==> config.mk <==
export PLATFORM = sky130hd
export DESIGN_NAME = cavs_top
export DESIGN_NICKNAME = d
export VERILOG_FILES = /design/src/design/cavs_pkg.sv /design/src/design/cavs_top.sv
export VERILOG_INCLUDE_DIRS = /design/src /design/src/design
export SDC_FILE = /design/constraint.sdc
export NUM_CORES = 1
export LEC_CHECK = 0
export BUFFER_PORTS_ARGS = -buffer_cell sky130_fd_sc_hd__buf_2
export CORE_MARGIN = 1
export CORE_UTILIZATION = 62
export CTS_CLUSTER_SIZE = 8
export DETAILED_ROUTE_END_ITERATION = 10
export GPL_ROUTABILITY_DRIVEN = 0
export MAX_ROUTING_LAYER = met4
export PLACE_DENSITY = 0.79
export RECOVER_POWER = 100
export SYNTH_ARGS = -nofsm -noshare
export SYNTH_HDL_FRONTEND = slang
export SYNTH_SLANG_ARGS = --single-unit
export TNS_END_PERCENT = 10
==> constraint.sdc <==
create_clock -name ref_clk -period 4.7 [get_ports ref_clk]
set_input_delay 0.47 -clock ref_clk [delete_from_list [all_inputs] [get_ports ref_clk]]
set_output_delay 0.47 -clock ref_clk [all_outputs]
set_load 0.05 [all_outputs]
==> src/design/cavs_cfg.svh <==
// Purpose: Constants for the character attribute video serializer
// Assumes: Included by its bare name from the design files
// Notes: Row masks hold one bit per raster row, bit n for row n
`ifndef CAVS_CFG_SVH
`define CAVS_CFG_SVH

`define CAVS_CODE_W 8
`define CAVS_ROW_W 4
`define CAVS_SR_W 8
`define CAVS_SYNC_W 25
`define CAVS_FIFO_DEPTH 16
// Cursor divisor in frames; character divisor is twice this
`define CAVS_CUR_DIV 16
`define CAVS_CUR_DIV_MIN 4
`define CAVS_CUR_DIV_MAX 62
`define CAVS_CUR_STYLE 2'h3
`define CAVS_UL_ROWS 16'h0800
`define CAVS_ST_ROWS 16'h0060
`define CAVS_THIN_END 4'hB
`define CAVS_THIN_HROW 4'h5
`define CAVS_GLYPH_TOP 4'h1
`define CAVS_GLYPH_BOT 4'hB
`define CAVS_ALL_ON 8'hFF
`define CAVS_ALL_OFF 8'h00
`define CAVS_GLYPH_SIDES 7'h41

`endif

==> src/design/cavs_pkg.sv <==
// Purpose: Types for the character attribute video serializer
// Assumes: Constants live in cavs_cfg.svh
// Notes: Record is what one load-shift fall captures
package cavs_pkg;

    typedef enum logic [1:0] {
        CAVS_WIDE  = 2'b00,
        CAVS_THIN  = 2'b01,
        CAVS_EXT   = 2'b10,
        CAVS_ALPHA = 2'b11
    } cavs_mode_t;

    typedef enum logic [1:0] {
        CAVS_CUR_UL   = 2'b00,
        CAVS_CUR_BUL  = 2'b01,
        CAVS_CUR_REV  = 2'b10,
        CAVS_CUR_BREV = 2'b11
    } cavs_cur_t;

    typedef struct packed {
        logic [7:0] code;
        logic [3:0] row;
        cavs_mode_t mode;
        logic rev;
        logic blank;
        logic blink;
        logic ul;
        logic st;
        logic retr;
        logic cur;
    } cavs_rec_t;

endpackage

==> src/design/cavs_top.sv <==
// Purpose: Turns character codes and attributes into a serial dot stream
// Assumes: Dot clock, load-shift and vsync are slow pins sampled on ref_clk
// Notes: Dot clock must stay below a quarter of ref_clk
//
// What this block does
// - Load-shift low: each dot clock shifts the 8-bit register one place.
// - Load-shift high: next dot clock loads in parallel, output held.
// - Code inputs captured on the falling edge of load-shift.
// - After a load, C7 leaves first, then C6 down to C0.
// - After C0, backfill zeros, or ones under reverse video, until reload.
// - Mode 11 picks one of 128 glyphs by low seven bits and row.
// - Glyph rows 0 and 12 to 15 and column C7 are zero.
// - Mode 01 uses three low bits as segments, from row 0 to end row.
// - Wide graphics: eight code bits drive eight block segments.
// - External mode passes the code word itself as the row pattern.
// - A 4-bit raster row input selects the row in the block.
// - Attribute enable high latches attributes on load-shift fall, else hold.
// - Strike-through forces the strike rows high; reverse then applies.
// - Underline forces the underline rows high; reverse then applies.
// - Reverse video low passes the pattern, high inverts it.
// - Character blank drives all low, beats blink; reverse then applies.
// - Vsync clocks two blink dividers, cursor 50/50, character twice, 75/25.
// - Blink blanks the block in the character blink off phase, or in the cursor off phase at the cursor.
// - Mode may change per character and applies to that character alone.
// - All attributes work in all four display modes.
// - Retrace blank latched high loads all zeros regardless of attributes.
// - Mode 10 is external, mode 00 is wide graphics.
// - Cursor applies one fixed style of four; default blinking reverse.
`timescale 1ns/1ps
`include "cavs_cfg.svh"

module cavs_fifo #(
    parameter int W = 21,
    parameter int DEPTH = `CAVS_FIFO_DEPTH
) (
    input wire logic clk,
    input wire logic rst,
    input wire logic in_valid,
    input wire logic [W-1:0] in_data,
    output logic in_ready,
    output logic out_valid,
    output logic [W-1:0] out_data,
    input wire logic out_ready
);
    localparam int AW = $clog2(DEPTH);
    localparam logic [AW:0] FULL_CNT = (AW+1)'(DEPTH);
    localparam logic [AW-1:0] LAST = AW'(DEPTH - 1);

    logic [W-1:0] mem [0:DEPTH-1];
    logic [AW-1:0] wr_reg;
    logic [AW-1:0] rd_reg;
    logic [AW:0] cnt_reg;
    logic push;
    logic pop;

    assign in_ready = (cnt_reg != FULL_CNT);
    assign out_valid = (cnt_reg != '0);
    assign out_data = mem[rd_reg];
    assign push = in_valid && in_ready;
    assign pop = out_valid && out_ready;

    always_ff @(posedge clk) begin
        if (push) begin
            mem[wr_reg] <= in_data;
        end
    end

    always_ff @(posedge clk or posedge rst) begin
        if (rst) begin
            wr_reg <= '0;
            rd_reg <= '0;
        end else begin
            if (push) begin
                wr_reg <= (wr_reg == LAST) ? '0 : wr_reg + 1'b1;
            end
            if (pop) begin
                rd_reg <= (rd_reg == LAST) ? '0 : rd_reg + 1'b1;
            end
        end
    end

    always_ff @(posedge clk or posedge rst) begin
        if (rst) begin
            cnt_reg <= '0;
        end else if (push && !pop) begin
            cnt_reg <= cnt_reg + 1'b1;
        end else if (pop && !push) begin
            cnt_reg <= cnt_reg - 1'b1;
        end
    end
endmodule

module cavs_top import cavs_pkg::*; #(
    parameter int CURSOR_DIVISOR = `CAVS_CUR_DIV,
    parameter cavs_cur_t CURSOR_STYLE = cavs_cur_t'(`CAVS_CUR_STYLE),
    parameter logic [15:0] UL_ROWS = `CAVS_UL_ROWS,
    parameter logic [15:0] ST_ROWS = `CAVS_ST_ROWS,
    parameter logic [3:0] THIN_END = `CAVS_THIN_END,
    parameter logic [3:0] THIN_HROW = `CAVS_THIN_HROW,
    parameter int FIFO_DEPTH = `CAVS_FIFO_DEPTH
) (
    input wire logic ref_clk,
    input wire logic rst,
    input wire logic dot_shift_clock,
    input wire logic load_shift_select,
    input wire logic [`CAVS_CODE_W-1:0] char_code_in,
    input wire logic [`CAVS_ROW_W-1:0] raster_row_in,
    input wire logic attribute_latch_enable,
    input wire logic strike_line_in,
    input wire logic under_line_in,
    input wire logic invert_video_in,
    input wire logic char_blank_in,
    input wire logic blink_in,
    input wire logic glyph_mode_select_lo,
    input wire logic glyph_mode_select_hi,
    input wire logic retrace_blank_in,
    input wire logic cursor_in,
    input wire logic vsync_in,
    output logic video_out,
    output logic char_fifo_ready,
    output logic char_underrun
);
    localparam int RW = $bits(cavs_rec_t);
    localparam logic [6:0] CUR_DIV = 7'(CURSOR_DIVISOR);
    localparam logic [6:0] CUR_HALF = 7'(CURSOR_DIVISOR / 2);
    localparam logic [6:0] CHAR_DIV = 7'(2 * CURSOR_DIVISOR);
    localparam logic [6:0] CHAR_ON = 7'(3 * CURSOR_DIVISOR / 2);

    // Glyph ROM stand-in: a box with the code in its middle rows
    function automatic logic [7:0] glyph_row(input logic [6:0] c,
                                             input logic [3:0] r);
        if (r < `CAVS_GLYPH_TOP || r > `CAVS_GLYPH_BOT) begin
            return `CAVS_ALL_OFF;
        end else if (r == `CAVS_GLYPH_TOP || r == `CAVS_GLYPH_BOT) begin
            return {1'b0, 7'h7F};
        end else begin
            return {1'b0, c | `CAVS_GLYPH_SIDES};
        end
    endfunction

    function automatic logic [7:0] thin_row(input logic [2:0] c,
                                            input logic [3:0] r);
        logic [7:0] v;
        v = `CAVS_ALL_OFF;
        if (r <= THIN_END) begin
            v[4] = c[0];
            if (r == THIN_HROW) begin
                v[7:4] = {4{c[1]}} | v[7:4];
                v[3:0] = {4{c[2]}};
            end
        end
        return v;
    endfunction

    function automatic logic [7:0] wide_row(input logic [7:0] c,
                                            input logic [3:0] r);
        logic left;
        logic right;
        left = c[{r[3:2], 1'b1}];
        right = c[{r[3:2], 1'b0}];
        return {{4{left}}, {4{right}}};
    endfunction

    function automatic logic row_hit(input logic [15:0] mask,
                                     input logic [3:0] r);
        return mask[r];
    endfunction

    logic [`CAVS_SYNC_W-1:0] pins_in;
    logic [`CAVS_SYNC_W-1:0] s1_reg;
    logic [`CAVS_SYNC_W-1:0] s2_reg;
    logic [2:0] prev_reg;
    logic dot_s, ldsh_s, ate_s, vs_s;
    logic [7:0] code_s;
    logic [3:0] row_s;
    logic [6:0] attr_in;
    logic [6:0] attr_now;
    logic [6:0] attr_reg;
    logic dot_rise, ldsh_rise, ldsh_fall, vs_rise;
    logic load_pend_reg;
    logic do_load, shift_tick;
    cavs_rec_t rec_in, rec;
    logic f_in_ready, f_out_valid;
    logic [RW-1:0] f_out_data;
    logic [6:0] div_cnt_reg;
    logic [6:0] cur_cnt;
    logic cur_phase, char_phase;
    logic [7:0] raw, attr_pat, pat_d;
    logic uhit, shit, cur_ul, rev_eff, blink_off, fill_d;
    logic [7:0] shreg_reg;
    logic fill_reg, video_reg, ready_reg, underrun_reg;

    assign pins_in = {vsync_in, cursor_in, retrace_blank_in,
                      glyph_mode_select_hi, glyph_mode_select_lo,
                      blink_in, char_blank_in, invert_video_in,
                      under_line_in, strike_line_in,
                      attribute_latch_enable, raster_row_in,
                      char_code_in, load_shift_select, dot_shift_clock};

    // All pins are asynchronous to ref_clk
    always_ff @(posedge ref_clk or posedge rst) begin
        if (rst) begin
            s1_reg <= '0;
            s2_reg <= '0;
        end else begin
            s1_reg <= pins_in;
            s2_reg <= s1_reg;
        end
    end

    assign dot_s = s2_reg[0];
    assign ldsh_s = s2_reg[1];
    assign code_s = s2_reg[9:2];
    assign row_s = s2_reg[13:10];
    assign ate_s = s2_reg[14];
    assign attr_in = {s2_reg[21:20], s2_reg[17], s2_reg[18],
                      s2_reg[19], s2_reg[16], s2_reg[15]};
    assign vs_s = s2_reg[24];

    always_ff @(posedge ref_clk or posedge rst) begin
        if (rst) begin
            prev_reg <= '0;
        end else begin
            prev_reg <= {vs_s, ldsh_s, dot_s};
        end
    end

    assign dot_rise = dot_s && !prev_reg[0];
    assign ldsh_rise = ldsh_s && !prev_reg[1];
    assign ldsh_fall = !ldsh_s && prev_reg[1];
    assign vs_rise = vs_s && !prev_reg[2];

    // Attribute latch: {mode, rev, blank, blink, ul, st}
    assign attr_now = ate_s ? attr_in : attr_reg;

    always_ff @(posedge ref_clk or posedge rst) begin
        if (rst) begin
            attr_reg <= '0;
        end else if (ldsh_fall && ate_s) begin
            attr_reg <= attr_in;
        end
    end

    // Each record carries its own mode, so modes mix per character
    assign rec_in = '{code: code_s, row: row_s,
                      mode: cavs_mode_t'(attr_now[6:5]),
                      rev: attr_now[4], blank: attr_now[3],
                      blink: attr_now[2], ul: attr_now[1],
                      st: attr_now[0], retr: s2_reg[22],
                      cur: s2_reg[23]};

    // Decouples capture from load; a full queue drops the character
    cavs_fifo #(.W(RW), .DEPTH(FIFO_DEPTH)) cavs_fifo_i (
        .clk(ref_clk),
        .rst(rst),
        .in_valid(ldsh_fall),
        .in_data(rec_in),
        .in_ready(f_in_ready),
        .out_valid(f_out_valid),
        .out_data(f_out_data),
        .out_ready(do_load)
    );

    // One load per high period of load-shift
    assign do_load = dot_rise && ldsh_s && (load_pend_reg || ldsh_rise);
    assign shift_tick = dot_rise && !ldsh_s;

    always_ff @(posedge ref_clk or posedge rst) begin
        if (rst) begin
            load_pend_reg <= 1'b0;
        end else if (do_load) begin
            load_pend_reg <= 1'b0;
        end else if (ldsh_rise) begin
            load_pend_reg <= 1'b1;
        end
    end

    always_ff @(posedge ref_clk or posedge rst) begin
        if (rst) begin
            div_cnt_reg <= '0;
        end else if (vs_rise) begin
            div_cnt_reg <= (div_cnt_reg >= CHAR_DIV - 7'h01) ? '0 :
                           div_cnt_reg + 7'h01;
        end
    end

    assign cur_cnt = (div_cnt_reg >= CUR_DIV) ? div_cnt_reg - CUR_DIV :
                     div_cnt_reg;
    assign cur_phase = cur_cnt < CUR_HALF;
    assign char_phase = div_cnt_reg < CHAR_ON;

    assign rec = cavs_rec_t'(f_out_data);

    always_comb begin
        case (rec.mode)
            CAVS_ALPHA: raw = glyph_row(rec.code[6:0], rec.row);
            CAVS_THIN: raw = thin_row(rec.code[2:0], rec.row);
            CAVS_WIDE: raw = wide_row(rec.code, rec.row);
            CAVS_EXT: raw = rec.code;
            default: raw = `CAVS_ALL_OFF;
        endcase
    end

    assign uhit = row_hit(UL_ROWS, rec.row);
    assign shit = row_hit(ST_ROWS, rec.row);
    assign cur_ul = rec.cur && uhit &&
                    (CURSOR_STYLE == CAVS_CUR_UL ||
                     (CURSOR_STYLE == CAVS_CUR_BUL && cur_phase));
    assign rev_eff = rec.rev ^ (rec.cur &&
                     (CURSOR_STYLE == CAVS_CUR_REV ||
                      (CURSOR_STYLE == CAVS_CUR_BREV && cur_phase)));
    // A cursor moves a blinking character to the cursor rate
    assign blink_off = rec.blink && !(rec.cur ? cur_phase : char_phase);

    // Same order in every mode: force, blank, cursor, invert
    always_comb begin
        attr_pat = raw;
        if (rec.ul && uhit) begin
            attr_pat = `CAVS_ALL_ON;
        end
        if (rec.st && shit) begin
            attr_pat = `CAVS_ALL_ON;
        end
        if (blink_off) begin
            attr_pat = `CAVS_ALL_OFF;
        end
        if (rec.blank) begin
            attr_pat = `CAVS_ALL_OFF;
        end
        if (cur_ul) begin
            attr_pat = `CAVS_ALL_ON;
        end
        if (rev_eff) begin
            attr_pat = ~attr_pat;
        end
        if (rec.retr) begin
            attr_pat = `CAVS_ALL_OFF;
        end
    end

    // Empty queue at load time shows a blank cell
    assign pat_d = f_out_valid ? attr_pat : `CAVS_ALL_OFF;
    assign fill_d = f_out_valid && rev_eff && !rec.retr;

    always_ff @(posedge ref_clk or posedge rst) begin
        if (rst) begin
            shreg_reg <= '0;
            fill_reg <= 1'b0;
            video_reg <= 1'b0;
        end else if (do_load) begin
            shreg_reg <= pat_d;
            fill_reg <= fill_d;
        end else if (shift_tick) begin
            shreg_reg <= {shreg_reg[6:0], fill_reg};
            video_reg <= shreg_reg[7];
        end
    end

    always_ff @(posedge ref_clk or posedge rst) begin
        if (rst) begin
            ready_reg <= 1'b0;
            underrun_reg <= 1'b0;
        end else begin
            ready_reg <= f_in_ready;
            underrun_reg <= do_load && !f_out_valid;
        end
    end

    assign video_out = video_reg;
    assign char_fifo_ready = ready_reg;
    assign char_underrun = underrun_reg;

    // Checking aid: expected dot stream after each load
    logic [7:0] chk_pat_reg;
    logic chk_fill_reg;
    logic [3:0] chk_n_reg;
    logic chk_bit;

    always_ff @(posedge ref_clk or posedge rst) begin
        if (rst) begin
            chk_pat_reg <= '0;
            chk_fill_reg <= 1'b0;
            chk_n_reg <= 4'h8;
        end else if (do_load) begin
            chk_pat_reg <= pat_d;
            chk_fill_reg <= fill_d;
            chk_n_reg <= '0;
        end else if (shift_tick && chk_n_reg != 4'h8) begin
            chk_n_reg <= chk_n_reg + 4'h1;
        end
    end

    assign chk_bit = chk_pat_reg[3'h7 - chk_n_reg[2:0]];
endmodule

==> out/summary.txt <==
Final total power = 11.99 mW
Avg WL per Cell = 27.20 um
Violated checks = max-capacitance violations, max-slew violations
CTS Buf Count = 59
H-tree Lvls = 2
Status = complete, but fails checks
Synthesized area = 0.01700 mm2
Total routed wirelength = 38.26 mm
Clock slew at reported path FFs = 0.05 ns
Initial Utilization = 0.6307
Largest net degree at the start of global routing = 63
HP Start = char_code_in[6]
Most used DFF post-synth = edfxtp_1
Element type at the critical path end = flip-flop
Layout cells sized above 1 = 0.1792
Final setup violation count = 0
RSZ-0062 raised after global routing = false
Sequential element share of the synthesized area = 0.7305
Top cells by count, synth = 336 x edfxtp_1, 93 x dfrtp_1, 56 x mux4_2, 40 x nand2_1, 39 x mux2i_1
Final ANT Viol Nets = 0
Remaining global-route overflow = 0
Root Driver = clkbuf_16
Clock sink total = 429
Chip height = 167.6 um
Min Clock Period, post-route = 4.079 ns
Leakage power = 6.820 nW
Overall global routing resource usage = 0.2920
Synth-to-layout area growth = 14.35%
R2R Path Start = cavs_fifo_i.rd_reg[1]
PwrDens = 617.0 mW/mm2
Rows = 60
Synth top area share = 0.5936
CP peak stage delay = 0.84 ns
Period utilization = 0.8679
Max Slew Vio Count = 202
Area leader, netlist = edfxtp_1
Distinct cells, synth = 76
Relative slew margins = -1.029
Post-Syn Instances = 908
Clock Skew = 0.02364 ns
Hold Fails Final Rpt = 0
Total die area = 0.02808 mm2
Detailed Routing Iterations Pass 1 = 6
PortBufs = 29
IO Pins = 30
Crit path DAT = 4.57 ns
Delay-heaviest family, CP = simple AND/OR/NAND/NOR gates
Clk Latency, worst-skew pair = 0.59 ns
Synth Register Bits = 429
Place WS = 0.9665 ns
CP Launch Point = cavs_fifo_i.rd_reg[1]
CP most frequent cell = and2_0
CTS hold repair buffers = 23
Critical Path RT = 5.19 ns
Post-CTS Setup Repair Bufs = 0
Most common cell in the netlist = edfxtp_1
Worst slew pin tran = 3.026 ns
Vias in the first global route = 9484
Die width = 167.6 um
Crit path buf inv count = 1
Filler instances = 1538
Syn Area/Cell = 18.72 um2
First-pass GRT wire length = 57.60 mm
Iteration-0 DRC Markers = 986
Top cells by area, synth = edfxtp_1 59%, dfrtp_1 14%, mux4_2 7.4%
Avg Vias per Cell = 6.655
Antenna cells = 0
Via count = 9364
Startpoint types = flip-flop
Worst-path cell chain = and2_0 > a221oi_1 > a22oi_1 > and2_0 > inv_1 > ha_1 > o21ai_0 > o22ai_1 > a41o_1 > or4_1 > a31oi_1
Core area = 0.02695 mm2
Synth Net Count = 953
Yosys Warn Count = 0
CP Class = flip-flop to flip-flop
Crit Path Max Fanout = 38
Final net count = 1061
Post-synth ARST share = 0.2168
CTS tree = done
Max FFs per register = 336
Min-delay worst type = input port to flip-flop
Maximum clock frequency = 245.1 MHz
Post-DP HPWL = 21.20 mm
Post-route setup slack = 0.6207 ns
Post-synth EDFFs = 336
Post-cts sizing count = 0
Slowest cell on the critical path = dfrtp_4
Clock buffer depth = 3
Worst VDD drop = 0.3358 mV
Number of remaining DRC errors = 0
Setup tns final = 0 ns
Maxcap violations = 7
Initial antenna violation count = 0
[worst reg2reg max path, cell delays in order, from the launching register on]
cell,delay [ns]
dfrtp_4,0.84
and2_0,0.80
a221oi_1,0.25
a22oi_1,0.25
and2_0,0.27
inv_1,0.10
ha_1,0.24
o21ai_0,0.10
o22ai_1,0.19
a41o_1,0.32
or4_1,0.48
a31oi_1,0.17
[report_power, final]
group          internal, mW  total (mW)  leakage [nW]  switching [mW]
Combinational          1.40        3.28          1.88            1.88
Sequential             4.43        4.81          4.13           0.379
Clock                  2.35        3.90         0.810            1.55
Total                  8.19        12.0          6.82            3.81
[metal layers]
layer,share of wire,global-route usage
met3,0.10,0.05602
met2,0.48,0.4482
met1,0.38,0.3855
met5,0,-
met4,0.038,0.1300
[layout by cell type, fill, tap and decap left out, types with 23 or more instances in the layout]
cell and count:
a22oi_1 24, buf_2 26, clkbuf_1 67, clkbuf_16 59, dfrtp_1 91, dlygate4sd3_1 23, edfxtp_1 336, mux2i_1 39
mux4_2 56, nand2_1 40, o21ai_0 29
[cells by family (layout without fill, tap and decap cells)]
family                     after synthesis  in the layout  share of synthesized area
AOI/OAI and AO/OA                      133            133                    0.05808
muxes                                  125            125                     0.1287
adders and majority gates               18             18                    0.01369
buffers and inverters                   50            208                    0.01877
xor gates and xnor gates                 7              7                   0.003607
DFF                                    429            429                     0.7305
and+or+nand+nor                        146            146                    0.04674
[path summary, 6_finish.rpt]
path                       slack (ns)  cells past startpoint               endpoint
max                              0.62                     11           shreg_reg[5]
min                              0.02                      1              s1_reg[8]
max reg2reg                      0.62                     11           shreg_reg[5]
min reg2reg                      0.34                      0              s2_reg[7]
max in group asynchronous        1.17                      3  cavs_fifo_i.rd_reg[0]
min in group asynchronous        0.75                      2             s1_reg[17]
[metrics by stage]
stage / utilization / instances / instance area [um2] / hold slack (ns)
final: 0.7212 / 1407 / 19440 / 0.01745
after global routing: 0.7212 / 1407 / 19440 / 0.001087
after CTS: 0.7237 / 1407 / 19510 / 0.00002476
after detailed placement: 0.6515 / 1273 / 17560 / 0.3355
after global placement: 0.6515 / 1273 / 17560 / 0.3312
after floorplan: - / 908 / 17000 / 0.3312
[area by class of cell]
| type | instances | area, um2 | share of cell area |
|---|---|---|---|
| repair buffers | 82 | 549.3 | 0.02826 |
| inverters | 15 | 57.56 | 0.002961 |
| multi-input cells | 429 | 4263 | 0.2193 |
| well taps | 341 | 426.7 | 0.02195 |
| clock buffers | 107 | 1657 | 0.08523 |
| clock inverters | 4 | 60.06 | 0.003090 |
| flip-flops and latches | 429 | 12420 | 0.6392 |
No activity file was read; power rests on OpenSTA's default activity.
